### config.mk
export PLATFORM = sky130hd
export DESIGN_NAME = awdc_write_channel
export DESIGN_NICKNAME = d
export VERILOG_FILES = /design/src/core/awdc_pkg.sv /design/src/core/awdc_tag_gate.sv /design/src/core/awdc_write_channel.sv
export SDC_FILE = /design/constraint.sdc
export NUM_CORES = 1
export LEC_CHECK = 0
export ABC_AREA = 1
export BUFFER_PORTS_ARGS = -buffer_cell sky130_fd_sc_hd__buf_2
export CAP_MARGIN = 25
export CORE_ASPECT_RATIO = 0.6
export CORE_UTILIZATION = 46
export DETAILED_ROUTE_END_ITERATION = 8
export PLACE_DENSITY = 0.89
export SETUP_SLACK_MARGIN = 0.4
export SLEW_MARGIN = 20
export SYNTH_ARGS = -nofsm -noshare
export SYNTH_HDL_FRONTEND = slang
export SYNTH_SLANG_ARGS = --single-unit
### constraint.sdc
create_clock -name clk -period 1.3 [get_ports clk]
set_input_delay 0.26 -clock clk [delete_from_list [all_inputs] [get_ports clk]]
set_output_delay 0.26 -clock clk [all_outputs]
set_load 0.03 [all_outputs]
### src/core/awdc_pkg.sv
// shared widths, encodings and carrier types for the write data channel
package awdc_pkg;

	localparam int DATA_W   = 128;
	localparam int STRB_W   = DATA_W / 8;
	localparam int TAG_W    = (DATA_W / 128 * 4 < 4) ? 4 : DATA_W / 128 * 4;
	localparam int UPD_W    = TAG_W / 4;
	localparam int USER_W   = 4;
	localparam int ID_W     = 4;
	localparam int LEN_W    = 8;
	localparam bit TRACE_EN = 1'b1;

	localparam logic [1:0] TAGOP_INVALID  = 2'h0;
	localparam logic [1:0] TAGOP_TRANSFER = 2'h1;
	localparam logic [1:0] TAGOP_UPDATE   = 2'h2;
	localparam logic [1:0] TAGOP_MATCH    = 2'h3;

	localparam logic [LEN_W-1:0] REMAIN_RST = 8'h00;
	localparam logic [ID_W-1:0]  ID_RST     = 4'h0;

	typedef struct packed {
		logic [ID_W-1:0]  id;
		logic [LEN_W-1:0] len;
		logic [1:0]       tagOp;
		logic [UPD_W-1:0] container;
	} awdc_cmd_type;

	typedef struct packed {
		logic [DATA_W-1:0] data;
		logic [STRB_W-1:0] strb;
		logic [USER_W-1:0] user;
		logic              trace;
		logic [TAG_W-1:0]  tag;
		logic [UPD_W-1:0]  tagUpdate;
	} awdc_beat_type;

	typedef struct packed {
		logic [DATA_W-1:0] data;
		logic [STRB_W-1:0] strb;
		logic              last;
		logic [USER_W-1:0] user;
		logic              trace;
		logic [TAG_W-1:0]  tag;
		logic [UPD_W-1:0]  tagUpdate;
	} awdc_wchan_type;

endpackage : awdc_pkg

### src/core/awdc_tag_gate.sv
// per-nibble gating of the tag update mask
`timescale 1ns/100ps
module awdc_tag_gate
	import awdc_pkg::*;
(
	input  wire logic [1:0]       tagOp,
	input  wire logic [UPD_W-1:0] container,
	input  wire logic [UPD_W-1:0] rawUpdate,
	output logic      [UPD_W-1:0] gatedUpdate
);

	genvar i;
	generate
		for (i = 0; i < UPD_W; i++)
		begin : g_nib
			// bit i qualifies tag nibble i only
			assign gatedUpdate[i] = (tagOp == TAGOP_UPDATE)
				& container[i] & rawUpdate[i];
		end
	endgenerate

endmodule : awdc_tag_gate

### src/core/awdc_write_channel.sv
// manager-side write data channel: one burst at a time, registered channel outputs (beatReady follows wReady combinationally)
`timescale 1ns/100ps
module awdc_write_channel
	import awdc_pkg::*;
(
	input  wire logic           clk,
	input  wire logic           reset,
	input  wire awdc_cmd_type   cmd,
	input  wire logic           cmdValid,
	output logic                cmdReady,
	input  wire awdc_beat_type  beat,
	input  wire logic           beatValid,
	output logic                beatReady,
	output awdc_wchan_type      wOut,
	output logic [ID_W-1:0]     wId,
	output logic                wValid,
	input  wire logic           wReady
);

	typedef enum logic {ST_IDLE, ST_BURST} awdc_state_type;

	awdc_state_type    state_q;
	logic [LEN_W-1:0]  remain_q;
	logic [ID_W-1:0]   id_q;
	logic [1:0]        tagOp_q;
	logic [UPD_W-1:0]  container_q;
	logic [1:0]        tagOpOut_q;
	logic [UPD_W-1:0]  containerOut_q;
	awdc_wchan_type    wOut_q;
	logic [ID_W-1:0]   wId_q;
	logic              wValid_q;
	logic [UPD_W-1:0]  gatedUpdate;
	logic              cmdFire;
	logic              beatFire;
	logic              wFire;
	logic              lastBeat;

	// a new command only while no burst is open
	assign cmdReady  = (state_q == ST_IDLE);
	// beats only inside a burst, and only when the output slot frees
	assign beatReady = (state_q == ST_BURST)
		&& (!wValid_q || wReady);
	assign cmdFire   = cmdValid && cmdReady;
	assign beatFire  = beatValid && beatReady;
	assign wFire     = wValid_q && wReady;
	assign lastBeat  = (remain_q == REMAIN_RST);

	assign wOut   = wOut_q;
	assign wId    = wId_q;
	assign wValid = wValid_q;

	awdc_tag_gate u_gate (
		.tagOp       (tagOp_q),
		.container   (container_q),
		.rawUpdate   (beat.tagUpdate),
		.gatedUpdate (gatedUpdate)
	);

	// burst sequencing
	always_ff @(posedge clk)
	begin
		if (reset)
			state_q <= ST_IDLE;
		else
		begin
			case (state_q)
				ST_IDLE:
					if (cmdFire)
						state_q <= ST_BURST;
				ST_BURST:
					if (beatFire && lastBeat)
						state_q <= ST_IDLE;
				default:
					state_q <= ST_IDLE;
			endcase
		end
	end

	// burst attributes captured with the command
	always_ff @(posedge clk)
	begin
		if (reset)
		begin
			remain_q    <= REMAIN_RST;
			id_q        <= ID_RST;
			tagOp_q     <= TAGOP_INVALID;
			container_q <= '0;
		end
		else if (cmdFire)
		begin
			remain_q    <= cmd.len;
			id_q        <= cmd.id;
			tagOp_q     <= cmd.tagOp;
			container_q <= cmd.container;
		end
		else if (beatFire && !lastBeat)
			remain_q <= remain_q - 8'h01;
	end

	// output slot: loads on accepted beat, frozen while waiting for ready
	always_ff @(posedge clk)
	begin
		if (reset)
		begin
			wOut_q         <= '0;
			wId_q          <= ID_RST;
			tagOpOut_q     <= TAGOP_INVALID;
			containerOut_q <= '0;
		end
		else if (beatFire)
		begin
			wOut_q.data      <= beat.data;
			wOut_q.strb      <= beat.strb;
			wOut_q.last      <= lastBeat;
			wOut_q.user      <= beat.user;
			wOut_q.trace     <= beat.trace & TRACE_EN;
			wOut_q.tag       <= beat.tag;
			wOut_q.tagUpdate <= gatedUpdate;
			wId_q            <= id_q;
			tagOpOut_q       <= tagOp_q;
			containerOut_q   <= container_q;
		end
	end

	// valid rises with a loaded beat and falls only on handshake
	always_ff @(posedge clk)
	begin
		if (reset)
			wValid_q <= 1'b0;
		else if (beatFire)
			wValid_q <= 1'b1;
		else if (wFire)
			wValid_q <= 1'b0;
	end

	// independent up-count of accepted beats, for the last-flag check
	logic [LEN_W-1:0]  lenChk_q;
	logic [LEN_W-1:0]  beatCnt_q;

	always_ff @(posedge clk)
	begin
		if (reset)
		begin
			lenChk_q  <= REMAIN_RST;
			beatCnt_q <= REMAIN_RST;
		end
		else if (cmdFire)
		begin
			lenChk_q  <= cmd.len;
			beatCnt_q <= REMAIN_RST;
		end
		else if (beatFire)
			beatCnt_q <= beatCnt_q + 8'h01;
	end
endmodule : awdc_write_channel

==> qor.log, run 1 <==
INFO  run_status     outcome=stopped before the end
INFO  run_status     outcome.stop_stage=global routing
INFO  run_status     flow.first_error=[ERROR GRT-0232] Routing congestion too high. Check the congestion heatmap in the GUI.
INFO  yosys          yosys_warnings=0
INFO  yosys          synthMostInstantiatedCell=sky130_fd_sc_hd__nand2_1
INFO  grt            grt_max_degree=73
INFO  floorplan      floorplan.die.width=157um
INFO  yosys          synth-adder-area-share=0.377%
INFO  floorplan      fp-row-count=33
INFO  sta            worst_path_end_type=register data pin
INFO  clock_tree     clockBufferDepth=2
INFO  yosys          yosys.cell_types.count=21
INFO  yosys          post_synth_and_or_nand_nor_area_fraction=24.4%
INFO  yosys          dominant_combinational_cell_family_by_area_after_synthesis=simple AND/OR/NAND/NOR gates
INFO  grt            grt_antenna_before_repair=4
INFO  placed_design  gpl.final_weighted_congestion=0.841
INFO  yosys          synth.net_count=1007
INFO  clock_tree     clock_tree.htree_level_count=4
INFO  yosys          synthDominantCellAreaShare=53.0%
INFO  floorplan      start_util=47.9%
INFO  yosys          synth_xor_area_share=0%
INFO  placed_design  count_of_buffers_inserted_at_the_top_level_ports=335
INFO  yosys          ys_seq_elements=176
INFO  yosys          postSynthAreaPerCell=8.00um^2
INFO  clock_tree     clock-root-buffer=sky130_fd_sc_hd__clkbuf_16
INFO  yosys          synth_area=6640um^2
INFO  clock_tree     cts_buffer_count=17
INFO  grt            track_usage=77.0%
INFO  yosys          netlist_top_cells_area=sky130_fd_sc_hd__dfxtp_1 53%, sky130_fd_sc_hd__nand2_1 17%, sky130_fd_sc_hd__a21oi_1 9.3%
INFO  floorplan      floorplan.die.height=95.1um
INFO  yosys          async_reset_ff_share=0%
INFO  yosys          synth-seq-area-share=53.0%
INFO  yosys          synthMuxAreaShare=0%
INFO  grt            globalRoute.totalOverflow=51
INFO  sta            globalroute.repair_timing.worst_endpoint=wOut[9]$_SDFFE_PP0P_/D
INFO  yosys          synth_area_leader_cell=sky130_fd_sc_hd__dfxtp_1
INFO  yosys          synthesis.instances=831
INFO  placed_design  dpl_cell_area=8800um^2
INFO  yosys          synthTopCellsByCount=297 x sky130_fd_sc_hd__nand2_1, 176 x sky130_fd_sc_hd__dfxtp_1, 124 x sky130_fd_sc_hd__a21oi_1, 42 x sky130_fd_sc_hd__nand2_2, 40 x sky130_fd_sc_hd__a21oi_2
INFO  clock_tree     clock-sinks=176
INFO  clock_tree     postCtsHoldBufs=0
INFO  yosys          synth_enable_flop_cells=0
INFO  yosys          synth_compound_area_share=16.2%
INFO  floorplan      io_pins=336
INFO  yosys          postSynth.topFlopCell=sky130_fd_sc_hd__dfxtp_1
INFO  placed_design  dp_hpwl=13900um
[metrics by stage]
step | setup slack, ns | utilization [%] | TNS (ns) | cells | hold WS (ns)
CTS | -0.135 | 72.4 | -7.43 | 1394 | 0.0680
detailed placement | -0.0494 | 63.4 | -0.850 | 1337 | 0.451
global placement | 0.00161 | 63.4 | 0 | 1337 | 0.445
floorplan | -0.0581 | - | -5.50 | 831 | 0.396
[cell families after synthesis]
kind of cell	count (synthesis)
flip-flops	176
adder cells (fa/ha/maj)	2
AO/OA/AOI/OAI	185
buffers and inverters	76
AND/OR/NAND/NOR	392
[metal layers]
| layer | overflow | global-route usage [%] |
|---|---|---|
| met5 | 0 | 14.6 |
| met4 | 20 | 82.4 |
| met3 | 0 | 60.7 |
| met2 | 31 | 94.6 |
| met1 | 0 | 77.0 |
[what timing repair did]
action | CTS
cloned | 9
setup buffers | 16
endpoints found under the setup margin | 338
pin swaps | 29
resized for setup | 90
==> inputs of run 2 (changes only) <==
--- a/config.mk
+++ b/config.mk
@@ -8,11 +8,9 @@
 export ABC_AREA = 1
 export BUFFER_PORTS_ARGS = -buffer_cell sky130_fd_sc_hd__buf_2
 export CAP_MARGIN = 25
-export CORE_ASPECT_RATIO = 0.6
-export CORE_UTILIZATION = 46
+export CORE_UTILIZATION = 40
 export DETAILED_ROUTE_END_ITERATION = 8
-export PLACE_DENSITY = 0.89
-export SETUP_SLACK_MARGIN = 0.4
+export PLACE_DENSITY_LB_ADDON = 0.15
 export SLEW_MARGIN = 20
 export SYNTH_ARGS = -nofsm -noshare
 export SYNTH_HDL_FRONTEND = slang
==> qor.log, run 2 <==
INFO  yosys          synthDominantCellAreaShare=53.0% [unchanged]
INFO  sta            period_share=113%
INFO  worst_setup_path timing.critical_path.buf_inv=3
INFO  worst_setup_path critical_path_arrival=1.21ns
INFO  sta            highest_clock_frequency_the_design_can_meet=681MHz
INFO  sta            finalSetupViolations=168
INFO  sta            max_transition_viols_final=0
INFO  grt            grt_pass1_wl=28900um
INFO  yosys          synth_area=6640um^2 [unchanged]
INFO  sta            finClkSkew=0.00719ns
INFO  yosys          ys_seq_elements=176 [unchanged]
INFO  worst_setup_path crit_path_start=wValid$_SDFFE_PP0P_
INFO  clock_tree     clock-root-buffer=sky130_fd_sc_hd__clkbuf_16 [unchanged]
INFO  drt            drt-total-wl=22100um
INFO  power_and_ir_drop peakVddDrop=959uV
INFO  finish         post-route-cell-area=11000um^2
INFO  placed_design  count_of_buffers_inserted_at_the_top_level_ports=335 [unchanged]
INFO  floorplan      core_region_area=16100um^2
INFO  drt            antenna_left=0
INFO  sta            final_critical_path_setup_slack=-0.168ns
INFO  yosys          yosys.cell_types.count=21 [unchanged]
INFO  drt            wl_per_cell=15.4um
INFO  finish         post_route_cells_drive_above_1_share=60.3%
INFO  finish         largest_register_ffs=155
INFO  worst_setup_path worstPathCellList=inv_2 -> nor2_4 -> nor2_4 -> buf_6 -> buf_6
INFO  worst_setup_path startpoint_type=flip-flop
INFO  sta            tightest_slew=0.545ns
INFO  floorplan      die_area=17100um^2
INFO  run_status     failing_checks=negative setup slack
INFO  finish         area_delta_synth_final=65.9%
INFO  placed_design  dpl_cell_area=9090um^2 [was 8800 um^2]
INFO  clock_tree     clockBufferDepth=2 [unchanged]
INFO  flow_run       max-cap-violations=0
INFO  clock_tree     cts.reportedPaths.clkPinSlew=0.07ns
INFO  worst_setup_path path_delay_family=flip-flops
INFO  worst_setup_path critPathKind=reg -> out
INFO  floorplan      io_pins=336 [unchanged]
INFO  yosys          async_reset_ff_share=0% [unchanged]
INFO  clock_tree     cts_buffer_count=17 [unchanged]
INFO  finish         mostFrequentLayoutCell=sky130_fd_sc_hd__buf_2
INFO  floorplan      start_util=41.4% [was 47.9%]
INFO  floorplan      floorplan.die.height=131um [was 95.1 um]
INFO  yosys          netlist_top_cells_area=sky130_fd_sc_hd__dfxtp_1 53%, sky130_fd_sc_hd__nand2_1 17%, sky130_fd_sc_hd__a21oi_1 9.3% [unchanged]
INFO  sta            timing.max_slew.rel_slack=63.7%
INFO  floorplan      floorplan.die.width=131um [was 157 um]
INFO  finish         final_nets=1381
INFO  clock_tree     cts_tree=done
INFO  finish         utilization=68.6%
INFO  sta            setup_total_negative_slack=-19.42ns
INFO  yosys          synth.net_count=1007 [unchanged]
INFO  worst_setup_path critPathSlowestCell=sky130_fd_sc_hd__dfxtp_4
INFO  drt            post_drt_via_cell_ratio=4.80
INFO  drt            routed_via_count=6880
INFO  worst_setup_path setup.worst_path.end_class=output pin
INFO  power_and_ir_drop cellLeakagePower=5.21nW
INFO  yosys          postSynth.topFlopCell=sky130_fd_sc_hd__dfxtp_1 [unchanged]
INFO  run_status     outcome=complete, but fails checks [was stopped before the end]
INFO  sta            setup_repair_after_global_routing_missed_its_margin=yes
INFO  finish         most_frequent_cells_in_the_layout=328 x sky130_fd_sc_hd__buf_2, 189 x sky130_fd_sc_hd__nand2_1, 174 x sky130_fd_sc_hd__dfxtp_1
INFO  sta            hold_violations=0
INFO  yosys          postSynthAreaPerCell=8.00um^2 [unchanged]
INFO  finish         num_antenna_cells=0
INFO  yosys          synthesis.instances=831 [unchanged]
INFO  clock_tree     clk-insertion-delay-late=0.42ns
INFO  drt            drt_first_pass_iters=5
INFO  min_path       hp-start=beat[90]
INFO  drt            post-route-drc-count=0
INFO  clock_tree     postCtsHoldBufs=0 [unchanged]
INFO  sta            fin_crit=1.47ns
INFO  drt            detail_route.iter0.violations=265
INFO  worst_setup_path worstPathRequired=1.04ns
INFO  yosys          synthTopCellsByCount=297 x sky130_fd_sc_hd__nand2_1, 176 x sky130_fd_sc_hd__dfxtp_1, 124 x sky130_fd_sc_hd__a21oi_1, 42 x sky130_fd_sc_hd__nand2_2, 40 x sky130_fd_sc_hd__a21oi_2 [unchanged]
INFO  placed_design  gpl.final_weighted_congestion=0.850 [was 0.841]
INFO  yosys          yosys_warnings=0 [unchanged]
INFO  worst_setup_path cp_max_fo=2
INFO  grt            grt_antenna_before_repair=0
INFO  yosys          synthMostInstantiatedCell=sky130_fd_sc_hd__nand2_1 [unchanged]
INFO  yosys          synth-seq-area-share=53.0% [unchanged]
INFO  floorplan      fp-row-count=46 [was 33]
INFO  grt            globalRoute.totalOverflow=0
INFO  min_path       tightest_hold_check_type=in -> reg
INFO  yosys          synth_area_leader_cell=sky130_fd_sc_hd__dfxtp_1 [unchanged]
INFO  placed_design  dp_hpwl=14400um [was 13900 um]
INFO  clock_tree     clock_tree.htree_level_count=4 [unchanged]
INFO  worst_setup_path cp_slowest_stage_delay=0.35ns
INFO  worst_setup_path critical_path.reg2reg.startpoint=wValid$_SDFFE_PP0P_
INFO  clock_tree     clock-sinks=176 [unchanged]
INFO  power_and_ir_drop power.density_cell_area=1260nW/um^2
INFO  grt            grt_max_degree=39
INFO  yosys          synth_enable_flop_cells=0 [unchanged]
INFO  grt            grt_pass1_vias=5843
INFO  grt            track_usage=21.7%
run 2: cell counts after synthesis:
Identical to the previous run, type by type.
run 2: power by group:
group	total, mW	internal [mW]	switching (mW)
clock network	5.35	3.07	2.28
registers	5.79	5.65	0.142
logic	2.74	1.10	1.63
run 2: final cells by class:
| cell class | count | area [um^2] |
|---|---|---|
| Fill cell | 1304 | 5040 |
| Multi-Input combinational cell | 582 | 3740 |
| Sequential cell | 176 | 3530 |
| Timing Repair Buffer | 409 | 2800 |
| Clock buffer | 18 | 429 |
| Tap cell | 216 | 270 |
| Clock inverter | 14 | 179 |
| Inverter | 19 | 78.8 |
run 2: tightest hold or removal path, delay by kind of cell:
family | cells | cell delay [ns]
compound gates | 1 | 0.05
simple gates | 1 | 0.05
buf+inv | 1 | 0.09
run 2: path summary, 6_finish.rpt:
check	end	slack (ns)	cells past startpoint
min	wOut[91]$_SDFFE_PP0P_	0.07	3
max reg2reg	wOut[92]$_SDFFE_PP0P_	-0.17	9
min reg2reg	tagOp_q[0]$_SDFFE_PP0P_	0.46	2
max	beatReady	-0.17	5
run 2: cells by family after synthesis:
| logic type | after synthesis | synth area share, % |
|---|---|---|
| AO/OA/AOI/OAI | 185 | 16.2 |
| buffers and inverters | 76 | 5.97 |
| adder cells (fa/ha/maj) | 2 | 0.377 |
| AND/OR/NAND/NOR | 392 | 24.4 |
| flip-flops | 176 | 53.0 |
run 2: what timing repair did:
action / CTS / global route
pin swaps: 5 / 86
gates resized for setup: 15 / 255
cloned: 1 / 13
buffers inserted: 5 / 0
setup endpoints to repair: 161 / 175
run 2: stage by stage:
step                      power (mW)  setup WS, ns  hold WS, ns  instances
after detailed placement        8.15        -0.103        0.449       1383
after global routing            14.4        -0.230       0.0588       1434
after CTS                       13.5        -0.192       0.0556       1421
after global placement          8.13       -0.0502        0.445       1383
after floorplan                 7.23       -0.0585        0.396        831
final                           13.9        -0.168       0.0729       1434
run 2: per-layer routing:
metal  vias to the layer above  part of all wire, %  track usage (%)  wire length, um
met5                         -                    0                0                0
met4                         0                  1.4             7.78              312
met3                        22                  6.9             6.56             1510
met2                       224                   51             37.3            11300
met1                      3222                   41             25.5             8970
li1                       3412                    -                -                -
Power figures use the tool's default switching activity.
==> inputs of run 3 (changes only) <==
==> constraint.sdc (replaced) <==
create_clock -name clk -period 1.9 [get_ports clk]
set_input_delay 0.38 -clock clk [delete_from_list [all_inputs] [get_ports clk]]
set_output_delay 0.38 -clock clk [all_outputs]
set_load 0.03 [all_outputs]
==> qor.log, run 3 (same netlist as run 2, synthesis figures left out) <==
INFO  run_status     outcome=finished, final reports clean [was complete, but fails checks]
INFO  grt            globalRoute.totalOverflow=0 [unchanged]
INFO  worst_setup_path cp_slowest_stage_delay=0.34ns [was 0.35 ns]
INFO  drt            drt_first_pass_iters=4 [was 5]
INFO  sta            setup_repair_after_global_routing_missed_its_margin=no [was yes]
INFO  floorplan      fp-row-count=46 [unchanged]
INFO  clock_tree     clk-insertion-delay-late=0.42ns [about the same]
INFO  worst_setup_path critPathKind=reg -> out [unchanged]
INFO  sta            final_critical_path_setup_slack=0.230ns [was -0.168 ns]
INFO  power_and_ir_drop power.density_cell_area=1010nW/um^2 [was 1260 nW/um^2]
INFO  worst_setup_path cp_max_fo=4 [was 2]
INFO  sta            tightest_slew=0.498ns [was 0.545 ns]
INFO  placed_design  dp_slack=0.310ns [was -0.103 ns]
INFO  finish         stdcell_count=1371 [was 1434]
INFO  floorplan      core_region_area=16100um^2 [unchanged]
INFO  worst_setup_path worstPathCellList=inv_2 -> nor2_1 -> buf_2 [was inv_2 -> nor2_4 -> nor2_4 -> buf_6 -> buf_6]
INFO  grt            grt_max_degree=91 [was 39]
INFO  clock_tree     clock-root-buffer=sky130_fd_sc_hd__clkbuf_16 [unchanged]
INFO  grt            grt_pass1_vias=5568 [was 5843]
INFO  drt            post-route-drc-count=0 [unchanged]
INFO  clock_tree     cts_resized=0 [was 15]
INFO  drt            detail_route.iter0.violations=251 [was 265]
INFO  drt            antenna_left=0 [unchanged]
INFO  clock_tree     clock_tree.htree_level_count=4 [unchanged]
INFO  placed_design  gpl.final_weighted_congestion=0.772 [was 0.850]
INFO  clock_tree     cts_tree=done [unchanged]
INFO  worst_setup_path critical_path_arrival=1.29ns [was 1.21 ns]
INFO  worst_setup_path critPathSlowestCell=sky130_fd_sc_hd__dfxtp_1 [was sky130_fd_sc_hd__dfxtp_4]
INFO  drt            drt-total-wl=19200um [was 22100 um]
INFO  drt            wl_per_cell=14.0um [was 15.4 um]
INFO  worst_setup_path reg2regPathDepth=6 [was 9]
INFO  finish         mostFrequentLayoutCell=sky130_fd_sc_hd__buf_2 [unchanged]
INFO  clock_tree     cts.reportedPaths.clkPinSlew=0.07ns [about the same]
INFO  clock_tree     clockBufferDepth=2 [unchanged]
INFO  finish         largest_register_ffs=155 [unchanged]
INFO  clock_tree     cts_buffer_count=17 [unchanged]
INFO  worst_setup_path crit_path_start=state_q$_SDFF_PP0_ [was wValid$_SDFFE_PP0P_]
INFO  finish         area_delta_synth_final=37.5% [was 65.9%]
INFO  worst_setup_path crit_end=beatReady [unchanged]
INFO  grt            grtUsageMet3=6.92% [was 6.56%]
INFO  grt            grt_pass1_wl=28100um [was 28900 um]
INFO  drt            routed_via_count=6310 [was 6880]
INFO  grt            track_usage=21.2% [was 21.7%]
INFO  power_and_ir_drop cellLeakagePower=4.16nW [was 5.21 nW]
INFO  sta            max_transition_viols_final=0 [unchanged]
INFO  grt            groute.layer.met1.usage=24.7% [was 25.5%]
INFO  finish         post_route_cells_drive_above_1_share=40.5% [was 60.3%]
INFO  sta            finClkSkew=0.00618ns [was 0.00719 ns]
INFO  finish         most_frequent_cells_in_the_layout=334 x sky130_fd_sc_hd__buf_2, 297 x sky130_fd_sc_hd__nand2_1, 176 x sky130_fd_sc_hd__dfxtp_1 [was 328 x sky130_fd_sc_hd__buf_2, 189 x sky130_fd_sc_hd__nand2_1, 174 x sky130_fd_sc_hd__dfxtp_1]
INFO  drt            post_drt_via_cell_ratio=4.60 [was 4.80]
INFO  flow_run       max-cap-violations=0 [unchanged]
INFO  clock_tree     cts_setup_buffers=0 [was 5]
INFO  floorplan      io_pins=336 [unchanged]
INFO  sta            finalSetupViolations=0 [was 168]
INFO  finish         final_nets=1319 [was 1381]
INFO  sta            highest_clock_frequency_the_design_can_meet=599MHz
INFO  grt            grt_antenna_before_repair=0 [unchanged]
INFO  worst_setup_path worstReg2RegEnd=wOut[61]$_SDFFE_PP0P_ [was wOut[92]$_SDFFE_PP0P_]
INFO  clock_tree     postCtsHoldBufs=0 [unchanged]
INFO  worst_setup_path startpoint_type=flip-flop [unchanged]
INFO  grt            globalRouteMet2Util=35.8% [was 37.3%]
INFO  sta            period_share=87.9%
INFO  worst_setup_path worstPathRequired=1.52ns [was 1.04 ns]
INFO  power_and_ir_drop peakVddDrop=616uV [was 959 uV]
INFO  worst_setup_path critical_path.reg2reg.startpoint=state_q$_SDFF_PP0_ [was wValid$_SDFFE_PP0P_]
INFO  sta            fin_crit=1.67ns
INFO  placed_design  placed_cells=1340 [was 1383]
INFO  min_path       tightest_hold_check_type=in -> reg [unchanged]
INFO  finish         filler_cell_count=1570 [was 1304]
INFO  sta            timing.max_slew.rel_slack=66.8% [was 63.7%]
INFO  worst_setup_path setup.worst_path.end_class=output pin [unchanged]
INFO  floorplan      start_util=41.4% [unchanged]
INFO  placed_design  dp_hpwl=13700um [was 14400 um]
INFO  sta            hold_violations=0 [unchanged]
INFO  placed_design  count_of_buffers_inserted_at_the_top_level_ports=335 [unchanged]
INFO  worst_setup_path ff2ff_setup_slack=0.43ns [was -0.17 ns]
INFO  sta            setup_total_negative_slack=0ns [was -19.42 ns]
INFO  floorplan      floorplan.die.height=131um [unchanged]
INFO  floorplan      die_area=17100um^2 [unchanged]
INFO  clock_tree     clock-sinks=176 [unchanged]
INFO  floorplan      floorplan.die.width=131um [unchanged]
INFO  grt            grt_busiest_layer=met2 [unchanged]
INFO  finish         num_antenna_cells=0 [unchanged]
==> run 3: cell types whose count changed in the layout (fill, tap and decap cells not counted), moves of 5 or more <==
| cell | delta |
|---|---|
| sky130_fd_sc_hd__clkbuf_16 | -11 |
| sky130_fd_sc_hd__buf_2 | +6 |
| sky130_fd_sc_hd__nand2_1 | +108 |
| sky130_fd_sc_hd__inv_6 | -5 |
| sky130_fd_sc_hd__buf_12 | -15 |
| sky130_fd_sc_hd__buf_8 | -7 |
| sky130_fd_sc_hd__buf_6 | -7 |
| sky130_fd_sc_hd__nand2_4 | -71 |
| sky130_fd_sc_hd__a21oi_1 | +88 |
| sky130_fd_sc_hd__a21oi_2 | -88 |
| sky130_fd_sc_hd__buf_4 | -22 |
| sky130_fd_sc_hd__nand2_2 | -39 |
==> run 3: metal layers <==
metal,share of wire (%),vias up
met5,0,-
met4,1.9,0
met3,8.5,24
met2,48,229
met1,42,2778
li1,-,3279
==> run 3: area by class of cell <==
cell class / count / area [um^2] / area share, %
inverter: 19 / 71.3 / 0.781
sequential: 176 / 3520 / 38.6
timing repair buffer: 350 / 1880 / 20.6
clock buffer: 21 / 440 / 4.82
tap: 216 / 270 / 2.96
multi-input combinational: 579 / 2740 / 29.9
clock inverter: 10 / 210 / 2.30
==> run 3: how the worst min path moves through the flow <==
stage,depth (start not counted),to,from
finish,3,wOut[149]$_SDFFE_PP0P_,beat[148]
global route,3,wOut[9]$_SDFFE_PP0P_,beat[9]
global placement,2,tagOp_q[0]$_SDFFE_PP0P_,tagOp_q[0]$_SDFFE_PP0P_
CTS,3,wOut[1]$_SDFFE_PP0P_,beat[1]
floorplan,2,tagOp_q[0]$_SDFFE_PP0P_,tagOp_q[0]$_SDFFE_PP0P_
detailed placement,2,tagOp_q[0]$_SDFFE_PP0P_,tagOp_q[0]$_SDFFE_PP0P_
==> run 3: stage by stage <==
stage	hold WS (ns)	util, %	total power, mW	area, um^2
finish	0.192	56.9	9.19	9130
global route	0.182	56.9	9.57	9130
CTS	0.180	56.9	9.26	9130
detailed placement	0.448	52.8	5.38	8480
global placement	0.443	52.8	5.38	8480
floorplan	0.429	-	4.90	6640
==> run 3: power breakdown <==
group / switching, mW / internal, mW
combinational: 0.865 / 0.464
clock: 1.43 / 2.46
sequential: 0.0969 / 3.87
==> run 3: critical path, delay by kind of cell, from the launching register on <==
kind | cells | cell delay (ns)
flip-flops | 1 | 0.34
AND/OR/NAND/NOR | 1 | 0.21
buffers and inverters | 2 | 0.31
